File: config.mk
export PLATFORM = sky130hd
export DESIGN_NAME = bridge_mode_power_state_control
export DESIGN_NICKNAME = d
export VERILOG_FILES = /design/src/shared/bridge_pm_pkg.sv /design/src/shared/sec_clk_if.sv /design/src/logic/sec_clk_gen.sv /design/src/logic/bridge_mode_power_state_control.sv
export VERILOG_INCLUDE_DIRS = /design/src /design/src/shared
export SDC_FILE = /design/constraint.sdc
export NUM_CORES = 1
export LEC_CHECK = 0
export ABC_AREA = 1
export BUFFER_PORTS_ARGS = -buffer_cell sky130_fd_sc_hd__buf_2
export CORE_UTILIZATION = 45
export CTS_CLUSTER_DIAMETER = 200
export DETAILED_ROUTE_END_ITERATION = 16
export GPL_ROUTABILITY_DRIVEN = 0
export PLACE_DENSITY_LB_ADDON = 0.12
export SLEW_MARGIN = 30
export SYNTH_ARGS = -nofsm -noshare
export SYNTH_HDL_FRONTEND = slang
export SYNTH_HIERARCHICAL = 1
export SYNTH_SLANG_ARGS = --single-unit
export TNS_END_PERCENT = 20
File: constraint.sdc
create_clock -name ref_clk -period 1.16 [get_ports ref_clk]
set_input_delay 0.058 -clock ref_clk [delete_from_list [all_inputs] [get_ports ref_clk]]
set_output_delay 0.058 -clock ref_clk [all_outputs]
set_load 0.005 [all_outputs]
File: src/shared/bridge_pm_regs.svh
// register offsets, field positions, reset values and counts for the mode and power block
`ifndef BRIDGE_PM_REGS_SVH
`define BRIDGE_PM_REGS_SVH

// ****************************************************************
// register byte offsets
// ****************************************************************
`define OFS_CMD_STAT       12'h004
`define OFS_PM_CSR         12'h040
`define OFS_SEC_CLK_CTRL   12'h044
`define OFS_HS_CSR         12'h048
`define OFS_GPIO_CTRL      12'h04C
`define OFS_MODE_INFO      12'h050

// ****************************************************************
// field positions
// ****************************************************************
`define CMD_LO             0
`define CMD_HI             15
`define STAT_CAPABILITY_LIST_PRESENT_BIT   20
`define PM_STATE_LO        0
`define PM_STATE_HI        1
`define HS_EJECT_BIT       1
`define HS_LED_BIT         3
`define HS_INS_BIT         7
`define GPIO_OUT_BIT       0
`define GPIO_OE_BIT        1
`define GPIO_IN_BIT        2
`define MODE_LO            0
`define MODE_HI            1
`define MODE_PMREV_BIT     4
`define MODE_HSCAP_BIT     5

// ****************************************************************
// reset values and widths
// ****************************************************************
`define CMD_RESET          16'h0000
`define SEC_CLK_RESET      10'h3FF
`define SEC_CLK_COUNT      10
`define ADDR_BITS          12
`define RESP_OKAY          2'h0
`define RESP_DECERR        2'h3
`define ALL_ONES_WORD      32'hFFFFFFFF

`endif

File: src/shared/bridge_pm_pkg.sv
// types shared by the mode and power block and its clock generator
package bridge_pm_pkg;

  // device power states, encoded as the power-state field
  typedef enum logic [1:0] {
    pwr_d0,
    pwr_d1,
    pwr_d2,
    pwr_d3hot
  } power_state_t;

  // operating modes chosen by the straps
  typedef enum logic [1:0] {
    mode_hot_swap,
    mode_pm11,
    mode_legacy
  } op_mode_t;

endpackage

File: src/shared/sec_clk_if.sv
// carrier between the power controller and the secondary clock generator
`timescale 1ns/1ns
interface sec_clk_if #(parameter int N = 10);
  logic         source_alt;   // 1: alternate reference, 0: primary clock
  logic         halve;        // 1: divide by two
  logic         stop;         // stop every output
  logic [N-1:0] enable;       // per-output enable
  logic [N-1:0] pulses;       // one pulse per secondary clock period

  modport ctrl (output source_alt, output halve, output stop, output enable, input pulses);
  modport gen  (input source_alt, input halve, input stop, input enable, output pulses);
endinterface

File: src/logic/sec_clk_gen.sv
// secondary clock generator: source select, optional halving, per-output gating
`timescale 1ns/1ns
module sec_clk_gen (
  input  wire logic ref_clk,
  input  wire logic rst_n,
  input  wire logic sec_alt_reference_clock,
  sec_clk_if.gen    clk_io
);
  import bridge_pm_pkg::*;

  logic alt_prev_r;
  logic alt_prev_nxt;
  logic half_r;
  logic half_nxt;
  logic [$bits(clk_io.pulses)-1:0] pulses_r;
  logic [$bits(clk_io.pulses)-1:0] pulses_nxt;
  logic ref_tick;
  logic out_tick;

  // ****************************************************************
  // reference tick and divider
  // ****************************************************************
  // primary source ticks every cycle, alternate source on its rising edge
  always_comb begin
    alt_prev_nxt = sec_alt_reference_clock;
    ref_tick     = clk_io.source_alt ? (sec_alt_reference_clock & ~alt_prev_r) : 1'b1;
    out_tick     = clk_io.halve ? (ref_tick & half_r) : ref_tick;
    half_nxt     = ref_tick ? ~half_r : half_r;
    // gated outputs, all held low while stopped
    pulses_nxt   = (out_tick && !clk_io.stop) ? clk_io.enable : '0;
  end

  always_ff @(posedge ref_clk or negedge rst_n) begin
    if (!rst_n) begin
      alt_prev_r <= 1'b0;
      half_r     <= 1'b0;
      pulses_r   <= '0;
    end else begin
      alt_prev_r <= alt_prev_nxt;
      half_r     <= half_nxt;
      pulses_r   <= pulses_nxt;
    end
  end

  assign clk_io.pulses = pulses_r;
endmodule

File: src/logic/bridge_mode_power_state_control.sv
// mode straps, power-state control, transaction gating and register slave of the bridge
//
// Functional notes
// - mode straps matter only during reset; the code samples them at the first clock edge after reset release
// - straps 00 give hot-swap, ejector on pin three
// - straps low0 high1 give power-management 1.1 mode
// - low strap 1 gives legacy mode, revision 1.0
// - extended modes support D0, D1, D2, D3hot
// - legacy mode supports only D0 and D3
// - fully operational only in D0
// - no memory or I/O claim outside D0
// - type 0 configuration accepted in every state
// - type 1 not forwarded when low; reads ones
// - error reporting stays active in low power
// - D2 and D3hot stop all secondary clocks
// - D3hot to D0 resets configuration, not vendor
// - status bit 4 reports capability list present
// - hot-swap capability entry only in hot-swap
// - hot-swap pins act only in hot-swap mode
// - each secondary clock output disabled individually
// - source select picks primary or alternate clock
// - rate select halves or passes the clock
//
// Our own choices: the placing of the registers and the AXI4-Lite register port.
`timescale 1ns/1ns
`include "bridge_pm_regs.svh"
module bridge_mode_power_state_control #(
  parameter int SEC_CLKS = `SEC_CLK_COUNT
) (
  input  wire logic                ref_clk,
  input  wire logic                rst_n,
  // register bus
  input  wire logic [`ADDR_BITS-1:0] s_axi_awaddr,
  input  wire logic                s_axi_awvalid,
  output logic                     s_axi_awready,
  input  wire logic [31:0]         s_axi_wdata,
  input  wire logic [3:0]          s_axi_wstrb,
  input  wire logic                s_axi_wvalid,
  output logic                     s_axi_wready,
  output logic [1:0]               s_axi_bresp,
  output logic                     s_axi_bvalid,
  input  wire logic                s_axi_bready,
  input  wire logic [`ADDR_BITS-1:0] s_axi_araddr,
  input  wire logic                s_axi_arvalid,
  output logic                     s_axi_arready,
  output logic [31:0]              s_axi_rdata,
  output logic [1:0]               s_axi_rresp,
  output logic                     s_axi_rvalid,
  input  wire logic                s_axi_rready,
  // straps and general pin
  input  wire logic                mode_strap_low,
  input  wire logic                mode_strap_high,
  input  wire logic                general_pin_three_in,
  output logic                     general_pin_three_out,
  output logic                     general_pin_three_oe,
  output logic                     insertion_notice_output,
  output logic                     removal_indicator_output,
  // transaction decode from the bus front end
  input  wire logic                mem_io_hit,
  input  wire logic                cfg0_hit,
  input  wire logic                cfg1_hit,
  input  wire logic                cfg_is_write,
  output logic                     mem_io_claim,
  output logic                     cfg0_claim,
  output logic                     cfg1_claim,
  output logic                     cfg1_forward,
  output logic                     cfg1_read_all_ones,
  // error events and state views
  input  wire logic                error_event,
  output logic                     error_report,
  output logic                     cfg_soft_reset,
  output bridge_pm_pkg::power_state_t power_state,
  output bridge_pm_pkg::op_mode_t  op_mode,
  // secondary clocks
  input  wire logic                sec_clock_source_select,
  input  wire logic                sec_clock_halve_select,
  input  wire logic                sec_alt_reference_clock,
  output logic [SEC_CLKS-1:0]      sec_clock_outputs
);
  import bridge_pm_pkg::*;

  // ****************************************************************
  // state
  // ****************************************************************
  logic                strap_taken_r;
  logic                strap_taken_nxt;
  op_mode_t            mode_r;
  op_mode_t            mode_nxt;
  power_state_t        pstate_r;
  power_state_t        pstate_nxt;
  logic [15:0]         cmd_r;
  logic [15:0]         cmd_nxt;
  logic [SEC_CLKS-1:0] clk_en_r;
  logic [SEC_CLKS-1:0] clk_en_nxt;
  logic                led_r;
  logic                led_nxt;
  logic                ins_r;
  logic                ins_nxt;
  logic                eject_prev_r;
  logic                eject_prev_nxt;
  logic                gpio_out_r;
  logic                gpio_out_nxt;
  logic                gpio_oe_r;
  logic                gpio_oe_nxt;
  logic                soft_rst_r;
  logic                soft_rst_nxt;
  logic                err_r;
  logic                err_nxt;
  logic                bvalid_r;
  logic                bvalid_nxt;
  logic [1:0]          bresp_r;
  logic [1:0]          bresp_nxt;
  logic                rvalid_r;
  logic                rvalid_nxt;
  logic [1:0]          rresp_r;
  logic [1:0]          rresp_nxt;
  logic [31:0]         rdata_r;
  logic [31:0]         rdata_nxt;

  logic                hs_mode;
  logic                wr_take;
  logic                rd_take;
  logic [31:0]         wmask;
  logic                ejector_switch_input;
  logic                eject_change;
  logic                ins_clear;
  power_state_t        req_state;
  logic                req_ok;

  sec_clk_if #(.N(SEC_CLKS)) clk_io ();

  // ****************************************************************
  // mode straps
  // ****************************************************************
  // straps taken at the first edge after release, then frozen
  always_comb begin
    strap_taken_nxt = 1'b1;
    mode_nxt        = mode_r;
    if (!strap_taken_r) begin
      if (mode_strap_low) begin
        mode_nxt = mode_legacy;
      end else if (mode_strap_high) begin
        mode_nxt = mode_pm11;
      end else begin
        mode_nxt = mode_hot_swap;
      end
    end
  end

  always_ff @(posedge ref_clk or negedge rst_n) begin
    if (!rst_n) begin
      strap_taken_r <= 1'b0;
      mode_r        <= mode_legacy;
    end else begin
      strap_taken_r <= strap_taken_nxt;
      mode_r        <= mode_nxt;
    end
  end

  assign hs_mode = (mode_r == mode_hot_swap);

  // ****************************************************************
  // bus handshakes
  // ****************************************************************
  // write taken only when address and data are both offered
  assign wr_take       = s_axi_awvalid && s_axi_wvalid && !bvalid_r;
  assign rd_take       = s_axi_arvalid && !rvalid_r;
  assign s_axi_awready = wr_take;
  assign s_axi_wready  = wr_take;
  assign s_axi_arready = rd_take;
  assign wmask         = {{8{s_axi_wstrb[3]}}, {8{s_axi_wstrb[2]}},
                          {8{s_axi_wstrb[1]}}, {8{s_axi_wstrb[0]}}};
  assign req_state     = power_state_t'(s_axi_wdata[`PM_STATE_HI:`PM_STATE_LO]);
  // legacy mode refuses the intermediate states
  assign req_ok        = (mode_r != mode_legacy)
                         || (req_state == pwr_d0) || (req_state == pwr_d3hot);

  // ****************************************************************
  // control registers and power state
  // ****************************************************************
  assign ejector_switch_input = hs_mode & general_pin_three_in;
  assign eject_change = hs_mode && (ejector_switch_input != eject_prev_r);
  assign ins_clear    = wr_take && (s_axi_awaddr == `OFS_HS_CSR) && s_axi_wstrb[0]
                        && s_axi_wdata[`HS_INS_BIT];

  always_comb begin
    pstate_nxt     = pstate_r;
    cmd_nxt        = cmd_r;
    clk_en_nxt     = clk_en_r;
    led_nxt        = led_r;
    gpio_out_nxt   = gpio_out_r;
    gpio_oe_nxt    = gpio_oe_r;
    soft_rst_nxt   = 1'b0;
    eject_prev_nxt = ejector_switch_input;
    err_nxt        = error_event;
    // event set wins over software clear
    ins_nxt        = eject_change ? 1'b1 : (ins_clear ? 1'b0 : ins_r);
    if (wr_take) begin
      if (s_axi_awaddr == `OFS_CMD_STAT) begin
        cmd_nxt = (cmd_r & ~wmask[15:0]) | (s_axi_wdata[15:0] & wmask[15:0]);
      end else if (s_axi_awaddr == `OFS_PM_CSR) begin
        if (s_axi_wstrb[0] && req_ok) begin
          pstate_nxt = req_state;
          // leaving D3hot for D0 restores the configuration defaults
          if (pstate_r == pwr_d3hot && req_state == pwr_d0) begin
            soft_rst_nxt = 1'b1;
            cmd_nxt      = `CMD_RESET;
          end
        end
      end else if (s_axi_awaddr == `OFS_SEC_CLK_CTRL) begin
        clk_en_nxt = (clk_en_r & ~wmask[SEC_CLKS-1:0])
                     | (s_axi_wdata[SEC_CLKS-1:0] & wmask[SEC_CLKS-1:0]);
      end else if (s_axi_awaddr == `OFS_HS_CSR) begin
        if (s_axi_wstrb[0] && hs_mode) begin
          led_nxt = s_axi_wdata[`HS_LED_BIT];
        end
      end else if (s_axi_awaddr == `OFS_GPIO_CTRL) begin
        if (s_axi_wstrb[0]) begin
          gpio_out_nxt = s_axi_wdata[`GPIO_OUT_BIT];
          gpio_oe_nxt  = s_axi_wdata[`GPIO_OE_BIT];
        end
      end
    end
  end

  always_ff @(posedge ref_clk or negedge rst_n) begin
    if (!rst_n) begin
      pstate_r     <= pwr_d0;
      cmd_r        <= `CMD_RESET;
      clk_en_r     <= `SEC_CLK_RESET;
      led_r        <= 1'b0;
      ins_r        <= 1'b0;
      eject_prev_r <= 1'b0;
      gpio_out_r   <= 1'b0;
      gpio_oe_r    <= 1'b0;
      soft_rst_r   <= 1'b0;
      err_r        <= 1'b0;
    end else begin
      pstate_r     <= pstate_nxt;
      cmd_r        <= cmd_nxt;
      clk_en_r     <= clk_en_nxt;
      led_r        <= led_nxt;
      ins_r        <= ins_nxt;
      eject_prev_r <= eject_prev_nxt;
      gpio_out_r   <= gpio_out_nxt;
      gpio_oe_r    <= gpio_oe_nxt;
      soft_rst_r   <= soft_rst_nxt;
      err_r        <= err_nxt;
    end
  end

  // ****************************************************************
  // responses
  // ****************************************************************
  // one outstanding write and one outstanding read
  always_comb begin
    bvalid_nxt = bvalid_r;
    bresp_nxt  = bresp_r;
    rvalid_nxt = rvalid_r;
    rresp_nxt  = rresp_r;
    rdata_nxt  = rdata_r;
    if (bvalid_r && s_axi_bready) begin
      bvalid_nxt = 1'b0;
    end
    if (wr_take) begin
      bvalid_nxt = 1'b1;
      if (s_axi_awaddr == `OFS_CMD_STAT || s_axi_awaddr == `OFS_PM_CSR
          || s_axi_awaddr == `OFS_SEC_CLK_CTRL || s_axi_awaddr == `OFS_HS_CSR
          || s_axi_awaddr == `OFS_GPIO_CTRL || s_axi_awaddr == `OFS_MODE_INFO) begin
        bresp_nxt = `RESP_OKAY;
      end else begin
        bresp_nxt = `RESP_DECERR;
      end
    end
    if (rvalid_r && s_axi_rready) begin
      rvalid_nxt = 1'b0;
    end
    if (rd_take) begin
      rvalid_nxt = 1'b1;
      rresp_nxt  = `RESP_OKAY;
      rdata_nxt  = '0;
      if (s_axi_araddr == `OFS_CMD_STAT) begin
        rdata_nxt[`CMD_HI:`CMD_LO]   = cmd_r;
        rdata_nxt[`STAT_CAPABILITY_LIST_PRESENT_BIT] = 1'b1;
      end else if (s_axi_araddr == `OFS_PM_CSR) begin
        rdata_nxt[`PM_STATE_HI:`PM_STATE_LO] = pstate_r;
      end else if (s_axi_araddr == `OFS_SEC_CLK_CTRL) begin
        rdata_nxt[SEC_CLKS-1:0] = clk_en_r;
      end else if (s_axi_araddr == `OFS_HS_CSR) begin
        // hot-swap entry reads zero outside hot-swap mode
        rdata_nxt[`HS_EJECT_BIT] = ejector_switch_input;
        rdata_nxt[`HS_LED_BIT]   = led_r & hs_mode;
        rdata_nxt[`HS_INS_BIT]   = ins_r & hs_mode;
      end else if (s_axi_araddr == `OFS_GPIO_CTRL) begin
        rdata_nxt[`GPIO_OUT_BIT] = gpio_out_r;
        rdata_nxt[`GPIO_OE_BIT]  = gpio_oe_r;
        rdata_nxt[`GPIO_IN_BIT]  = general_pin_three_in;
      end else if (s_axi_araddr == `OFS_MODE_INFO) begin
        rdata_nxt[`MODE_HI:`MODE_LO]  = mode_r;
        rdata_nxt[`MODE_PMREV_BIT]    = (mode_r != mode_legacy);
        rdata_nxt[`MODE_HSCAP_BIT]    = hs_mode;
      end else begin
        rresp_nxt = `RESP_DECERR;
      end
    end
  end

  always_ff @(posedge ref_clk or negedge rst_n) begin
    if (!rst_n) begin
      bvalid_r <= 1'b0;
      bresp_r  <= `RESP_OKAY;
      rvalid_r <= 1'b0;
      rresp_r  <= `RESP_OKAY;
      rdata_r  <= '0;
    end else begin
      bvalid_r <= bvalid_nxt;
      bresp_r  <= bresp_nxt;
      rvalid_r <= rvalid_nxt;
      rresp_r  <= rresp_nxt;
      rdata_r  <= rdata_nxt;
    end
  end

  assign s_axi_bvalid = bvalid_r;
  assign s_axi_bresp  = bresp_r;
  assign s_axi_rvalid = rvalid_r;
  assign s_axi_rresp  = rresp_r;
  assign s_axi_rdata  = rdata_r;

  // ****************************************************************
  // transaction gating and pins
  // ****************************************************************
  assign mem_io_claim       = mem_io_hit && (pstate_r == pwr_d0);
  assign cfg0_claim         = cfg0_hit;
  assign cfg1_claim         = cfg1_hit;
  assign cfg1_forward       = cfg1_hit && (pstate_r == pwr_d0);
  assign cfg1_read_all_ones = cfg1_hit && !cfg_is_write && (pstate_r != pwr_d0);
  assign error_report       = err_r;
  assign cfg_soft_reset     = soft_rst_r;
  assign power_state        = pstate_r;
  assign op_mode            = mode_r;

  // pin three is forced to an input while it serves as the ejector switch
  assign general_pin_three_out    = gpio_out_r;
  assign general_pin_three_oe     = gpio_oe_r & ~hs_mode;
  assign insertion_notice_output  = ins_r & hs_mode;
  assign removal_indicator_output = led_r & hs_mode;

  // ****************************************************************
  // secondary clocks
  // ****************************************************************
  assign clk_io.source_alt = sec_clock_source_select;
  assign clk_io.halve      = ~sec_clock_halve_select;
  assign clk_io.stop       = (pstate_r == pwr_d2) || (pstate_r == pwr_d3hot);
  assign clk_io.enable     = clk_en_r;
  assign sec_clock_outputs = clk_io.pulses;

  sec_clk_gen u_sec_clk_gen (
    .ref_clk                 (ref_clk),
    .rst_n                   (rst_n),
    .sec_alt_reference_clock (sec_alt_reference_clock),
    .clk_io                  (clk_io)
  );
endmodule

After elaboration in Yosys (flattened, before gate mapping)

Cells that the tools add are included.

Register bits after elaboration: 73
Input port bits: 78
Output and inout bits: 66
Logic and storage cells: 149

Equal/unequal tests: 17
Multiplexer cells: 47
Bitwise gates (word level): 21
Reduce and logical (&&, ||, !) cells: 44

Operator list:

| operator                                                         | number |
|---|---|
| 12-bit by 7-bit == test with 1-bit output, second input constant | 10 |
| 16-bit two-way mux                                               | 4 |
| 16-bit AND                                                       | 2 |
| 2-bit two-way mux                                                | 15 |
| 12-bit by 3-bit == test with 1-bit output, second input constant | 2 |
| 1-bit two-way mux                                                | 23 |
| 10-bit AND                                                       | 2 |
| 10-bit two-way mux                                               | 2 |
| 1-bit logical AND                                                | 17 |
| 16-bit inverter                                                  | 1 |
| 16-bit OR                                                        | 1 |
| 2-bit nonzero test                                               | 7 |
| 6-bit two-way mux                                                | 2 |
| 4-bit AND reduction                                              | 3 |
| 10-bit inverter                                                  | 1 |
| 10-bit OR                                                        | 1 |
| 1-bit logical OR                                                 | 8 |
| 8-bit two-way mux                                                | 1 |
| 1-bit inverter                                                   | 7 |
| 7-bit AND reduction                                              | 1 |
| 1-bit AND                                                        | 6 |
| 2-bit == test, second input constant                             | 3 |
| 2-bit logical NOT                                                | 3 |
| 6-bit AND reduction                                              | 1 |
| other kinds (3)                                                  | 6 |

Longest topological paths before layout

Word-level depth: 8
Mapped depth: 12
Depth with buffers taken out: 12

Modules after synthesis

Netlist, hierarchy kept.

Modules (own cells, without submodules):

| module                          | times used | cells each | area an instance (um^2) | seq. area each (um^2) |
|---|---|---|---|---|
| bridge_mode_power_state_control | 1          | 474        | 3482.1                  | 1490.2 |
| sec_clk_gen                     | 1          | 41         | 417.9                   | 300.3 |

Least setup slack after synthesis

Ideal clock, no wire load.

Path type: register to register
Start: register bvalid_r (netlist: s_axi_bvalid)
End: register cmd_r[6]
Library setup time: 0.121 ns
Data arrival time: 1.202 ns
Required time: 1.039 ns
Path slack: -0.163 ns
Stages on the path, launching flop included: 8
Buffers on the path: 1
Clock period less this slack: 1.323 ns
Cells stage by stage: dfrtp_1 > inv_1 > nand3_1 > inv_1 > nand3_4 > inv_6 > buf_8 > o21ai_1

Cells in the longest elaborated chain, start to end: 3

Ends and longest elaborated chain:

| item                                 | line                                   | RTL |
|---|---|---|
| start, declared                      | bridge_mode_power_state_control.sv:109 | `logic bvalid_r;` |
| start signal, assigned               | bridge_mode_power_state_control.sv:316 | `bvalid_r <= bvalid_nxt;` |
| 1-bit logical NOT                    | bridge_mode_power_state_control.sv:166 | `assign wr_take = s_axi_awvalid && s_axi_wvalid && !bvalid_r;` |
| 1-bit logical AND                    | bridge_mode_power_state_control.sv:166 |  |
| via s_axi_awready                    | bridge_mode_power_state_control.sv:35  | `output logic s_axi_awready,` |
| 4-bit AND reduction (no source line) | n/a                                    |  |
| end signal, assigned                 | bridge_mode_power_state_control.sv:229 | `` cmd_r <= `CMD_RESET; `` |
| end signal, assigned                 | bridge_mode_power_state_control.sv:240 | `cmd_r <= cmd_nxt;` |
| end, declared                        | bridge_mode_power_state_control.sv:91  | `logic [15:0] cmd_r;` |

The timed path passes the listed nets, and every way through them passes these cells.
A chain may end at the register's enable or synchronous reset.

==> results.sh <==
export IMPL_synthCells=515
export IMPL_wirelength_um=10300
export IMPL_fmax_ghz=0.661
export IMPL_rows=33
export IMPL_vias_per_cell=4.77
export IMPL_pwr_share_seq=0.449
export IMPL_synth_top_area_share=0.385
export IMPL_leakage_nw=3.05
export IMPL_netlist_area_sq_um=3900
export IMPL_cp_end_kind="primary output"
export IMPL_cts_max_path_buffers=2
export IMPL_synthFlopType="dfrtp_1"
export IMPL_fin_skew_ns=0.0186
export IMPL_placed_area_sq_um=4810
export IMPL_die_area_sq_um=9040
export IMPL_fin_total_pwr_mw=5.71
export IMPL_fillCellCount=708
export IMPL_r2r_start="op_mode[1]"
export IMPL_ff2ff_setup_slack_ns=-0.29
export IMPL_power_density_nw_per_um2=1020
export IMPL_hold_path_startpoint="general_pin_three_in"
export IMPL_synth_seq_area_share=0.459
export IMPL_grt_pass1_wl_um=16700
export IMPL_multi_input_area_sq_um=1870
export IMPL_wl_per_cell_um=12.8
export IMPL_routedLengthMet1_um=4730
export IMPL_grt_ovfl_total=0
export IMPL_rsz0062_at_grt="true"
export IMPL_switchingPower_mw=1.52
export IMPL_die_y_um=95.1
export IMPL_layout_setup_ws_ns=-0.353
export IMPL_die_w_um=95.1
export IMPL_period_needed_ns=1.51
export IMPL_grt_max_degree=72
export IMPL_worstPathRequired_ns=1.10
export IMPL_core_area_sq_um=8300
export IMPL_worst_skew_pair_late_latency_ns=0.36
export IMPL_r2r_end="power_state[1]"
export IMPL_finalSetupViolCount=46
export IMPL_seq_area_sq_um=1790
export IMPL_ant_nets=0
export IMPL_path_class="reg2out"
export IMPL_path_clk_slew_ns=0.08
export IMPL_diodes=0
export IMPL_dp_hpwl_um=7470
export IMPL_ios=144
export IMPL_port_buffers=108
export IMPL_antenna_found_initial=0
export IMPL_synth_cell_types=38
export IMPL_hold_class="in2reg"
export IMPL_finalNetCount=777
export IMPL_drive_gt1_frac=0.408
export IMPL_vdd_ir_drop_max_mv=0.556
export IMPL_drt_pass1_iter_count=4
export IMPL_via_count=3855
export IMPL_cts_tree="yes"
export IMPL_combPwrFrac=0.158
export IMPL_first_global_vias=3698
export IMPL_ys_ff_latch=71
export IMPL_p_int_mw=4.19
export IMPL_critPathArrivalTime_ns=1.46
export IMPL_violations="setup timing"
export IMPL_status="complete, but fails checks"
export IMPL_routed_top_layer="met4"
export IMPL_synth_area_leaders="dfrtp_1, nand2_1, dfstp_2"
export IMPL_synth_edf_count=0
export IMPL_worstHoldPathCells=4
export IMPL_start_kind="flip-flop"
export IMPL_clock_root_buffer="clkbuf_8"
export IMPL_drt_iter0_drc=92
export IMPL_avgSynthCellArea_sq_um=7.57
export IMPL_synth_common_cells="nand2_1, inv_1, nor2_1"
export IMPL_design_area_sq_um=5610
export IMPL_hold_end="eject_prev_r"
export IMPL_yosysMostFrequentCell="nand2_1"
export IMPL_drv_cap=0
export IMPL_cts_htree_levels=3
export IMPL_drc=0
export IMPL_start_util=0.470
export IMPL_syn_to_final_growth_pct=43.9
export IMPL_synth_top_cell_by_area="dfrtp_1"
export IMPL_slew_viol_final=0
export IMPL_track_usage=0.242
export IMPL_sw_frac_of_total=0.266
export IMPL_synthArstFlopShare=1.00
export IMPL_cp_max_fo=3
export IMPL_cts_sinks=71
export IMPL_ff2ff_path_depth=11
export IMPL_p_clk_frac=0.393
export IMPL_yosys_warnings=6
export IMPL_dr_wl_met3_um=475
export IMPL_cts_buffers=9
export IMPL_met2_length_um=4910
export IMPL_hold_violations=0
export IMPL_finalCritPeriodShare=1.30
## logic make-up after synthesis
group	Yosys count	share of synthesized area
AOI/OAI and AO/OA	57	0.0831
buffers and inverters	107	0.131
DFF	71	0.459
muxes	1	0.00257
other	2	0.00193
and+or+nand+nor	277	0.322
## cell usage in the layout, fill, tap and decap left out, types with 3 or more instances in the layout
cell,Yosys,layout
dfstp_2,11,11
inv_1,70,61
buf_4,20,47
nand2_4,1,7
nand2_2,14,26
nand3_2,2,6
nand3_1,29,23
nor3_4,3,4
nor2_4,1,8
nor2_1,64,56
nand4_1,5,5
dlygate4sd3_1,0,16
inv_4,0,3
nand2_1,140,122
o21ai_0,15,9
dfrtp_1,60,60
buf_6,0,21
o21ai_2,5,11
o21ai_1,12,12
buf_2,1,104
nor3_1,9,7
a21oi_1,17,17
inv_2,4,10
o211ai_1,4,4
nor2_2,2,3
conb_1,2,16
nand3_4,2,4
clkbuf_8,0,9
## worst max-delay path, stage by stage (launching register included)
cell and delay, ns:
dfstp_2 0.54, buf_4 0.11, nor2_4 0.04, buf_6 0.13
nand2_4 0.06, buf_6 0.09, inv_2 0.02, buf_2 0.11
## routing by layer
layer / vias to the layer above / global-route usage
met5: - / 0
met4: 0 / 0.0972
met3: 20 / 0.0423
met2: 121 / 0.390
met1: 1767 / 0.323
li1: 1947 / -
## through the flow
step | worst slack (ns) | util | hold WS (ns) | std cells | setup TNS (ns)
after floorplan | -0.0734 | - | -0.238 | 529 | -1.37
after global placement | -0.181 | 0.580 | 0.108 | 762 | -4.70
after detailed placement | -0.205 | 0.580 | 0.109 | 762 | -5.73
after CTS | -0.304 | 0.655 | 0.0391 | 806 | -4.35
after global routing | -0.406 | 0.676 | 0.0356 | 809 | -9.11
final | -0.353 | 0.676 | 0.0286 | 809 | -5.01
## worst max path at each step
stage,startpoint,endpoint,cells past startpoint
after global routing,op_mode[1],power_state[1],11
after global placement,s_axi_awaddr[0],cmd_r[8],12
after detailed placement,s_axi_awaddr[0],cmd_r[8],12
after floorplan,op_mode[0],led_r,6
final,op_mode[1],removal_indicator_output,7
after CTS,op_mode[1],power_state[1],11
## what timing repair did
action / in CTS / in global routing
buffers inserted: 12 / 2
pin swaps: 9 / 21
endpoints found under the hold margin: 75 / 0
gates cloned: 0 / 1
resized for setup: 48 / 45
setup endpoints to repair: 53 / 70
hold buffers: 16 / 0
## power groups by stage
stage | clock [mW] | combinational, mW | sequential [mW]
2_1_floorplan | 0 | 0.338 | 2.61
3_3_place_gp | 0 | 0.682 | 2.61
3_5_place_dp | 0 | 0.695 | 2.61
4_1_cts | 2.25 | 0.853 | 2.56
5_1_grt | 2.37 | 0.998 | 2.57
6_report | 2.24 | 0.903 | 2.56
## cell type report
| type | instances | area share |
|---|---|---|
| Multi-Input combinational cell | 351 | 0.332 |
| Sequential cell | 71 | 0.319 |
| Timing Repair Buffer | 189 | 0.230 |
| Inverter | 76 | 0.0544 |
| Tap cell | 105 | 0.0234 |
| Clock buffer | 10 | 0.0227 |
| Clock inverter | 6 | 0.0165 |
| Timing Repair inverter | 1 | 0.00156 |
(Power assumes the default switching activity.)
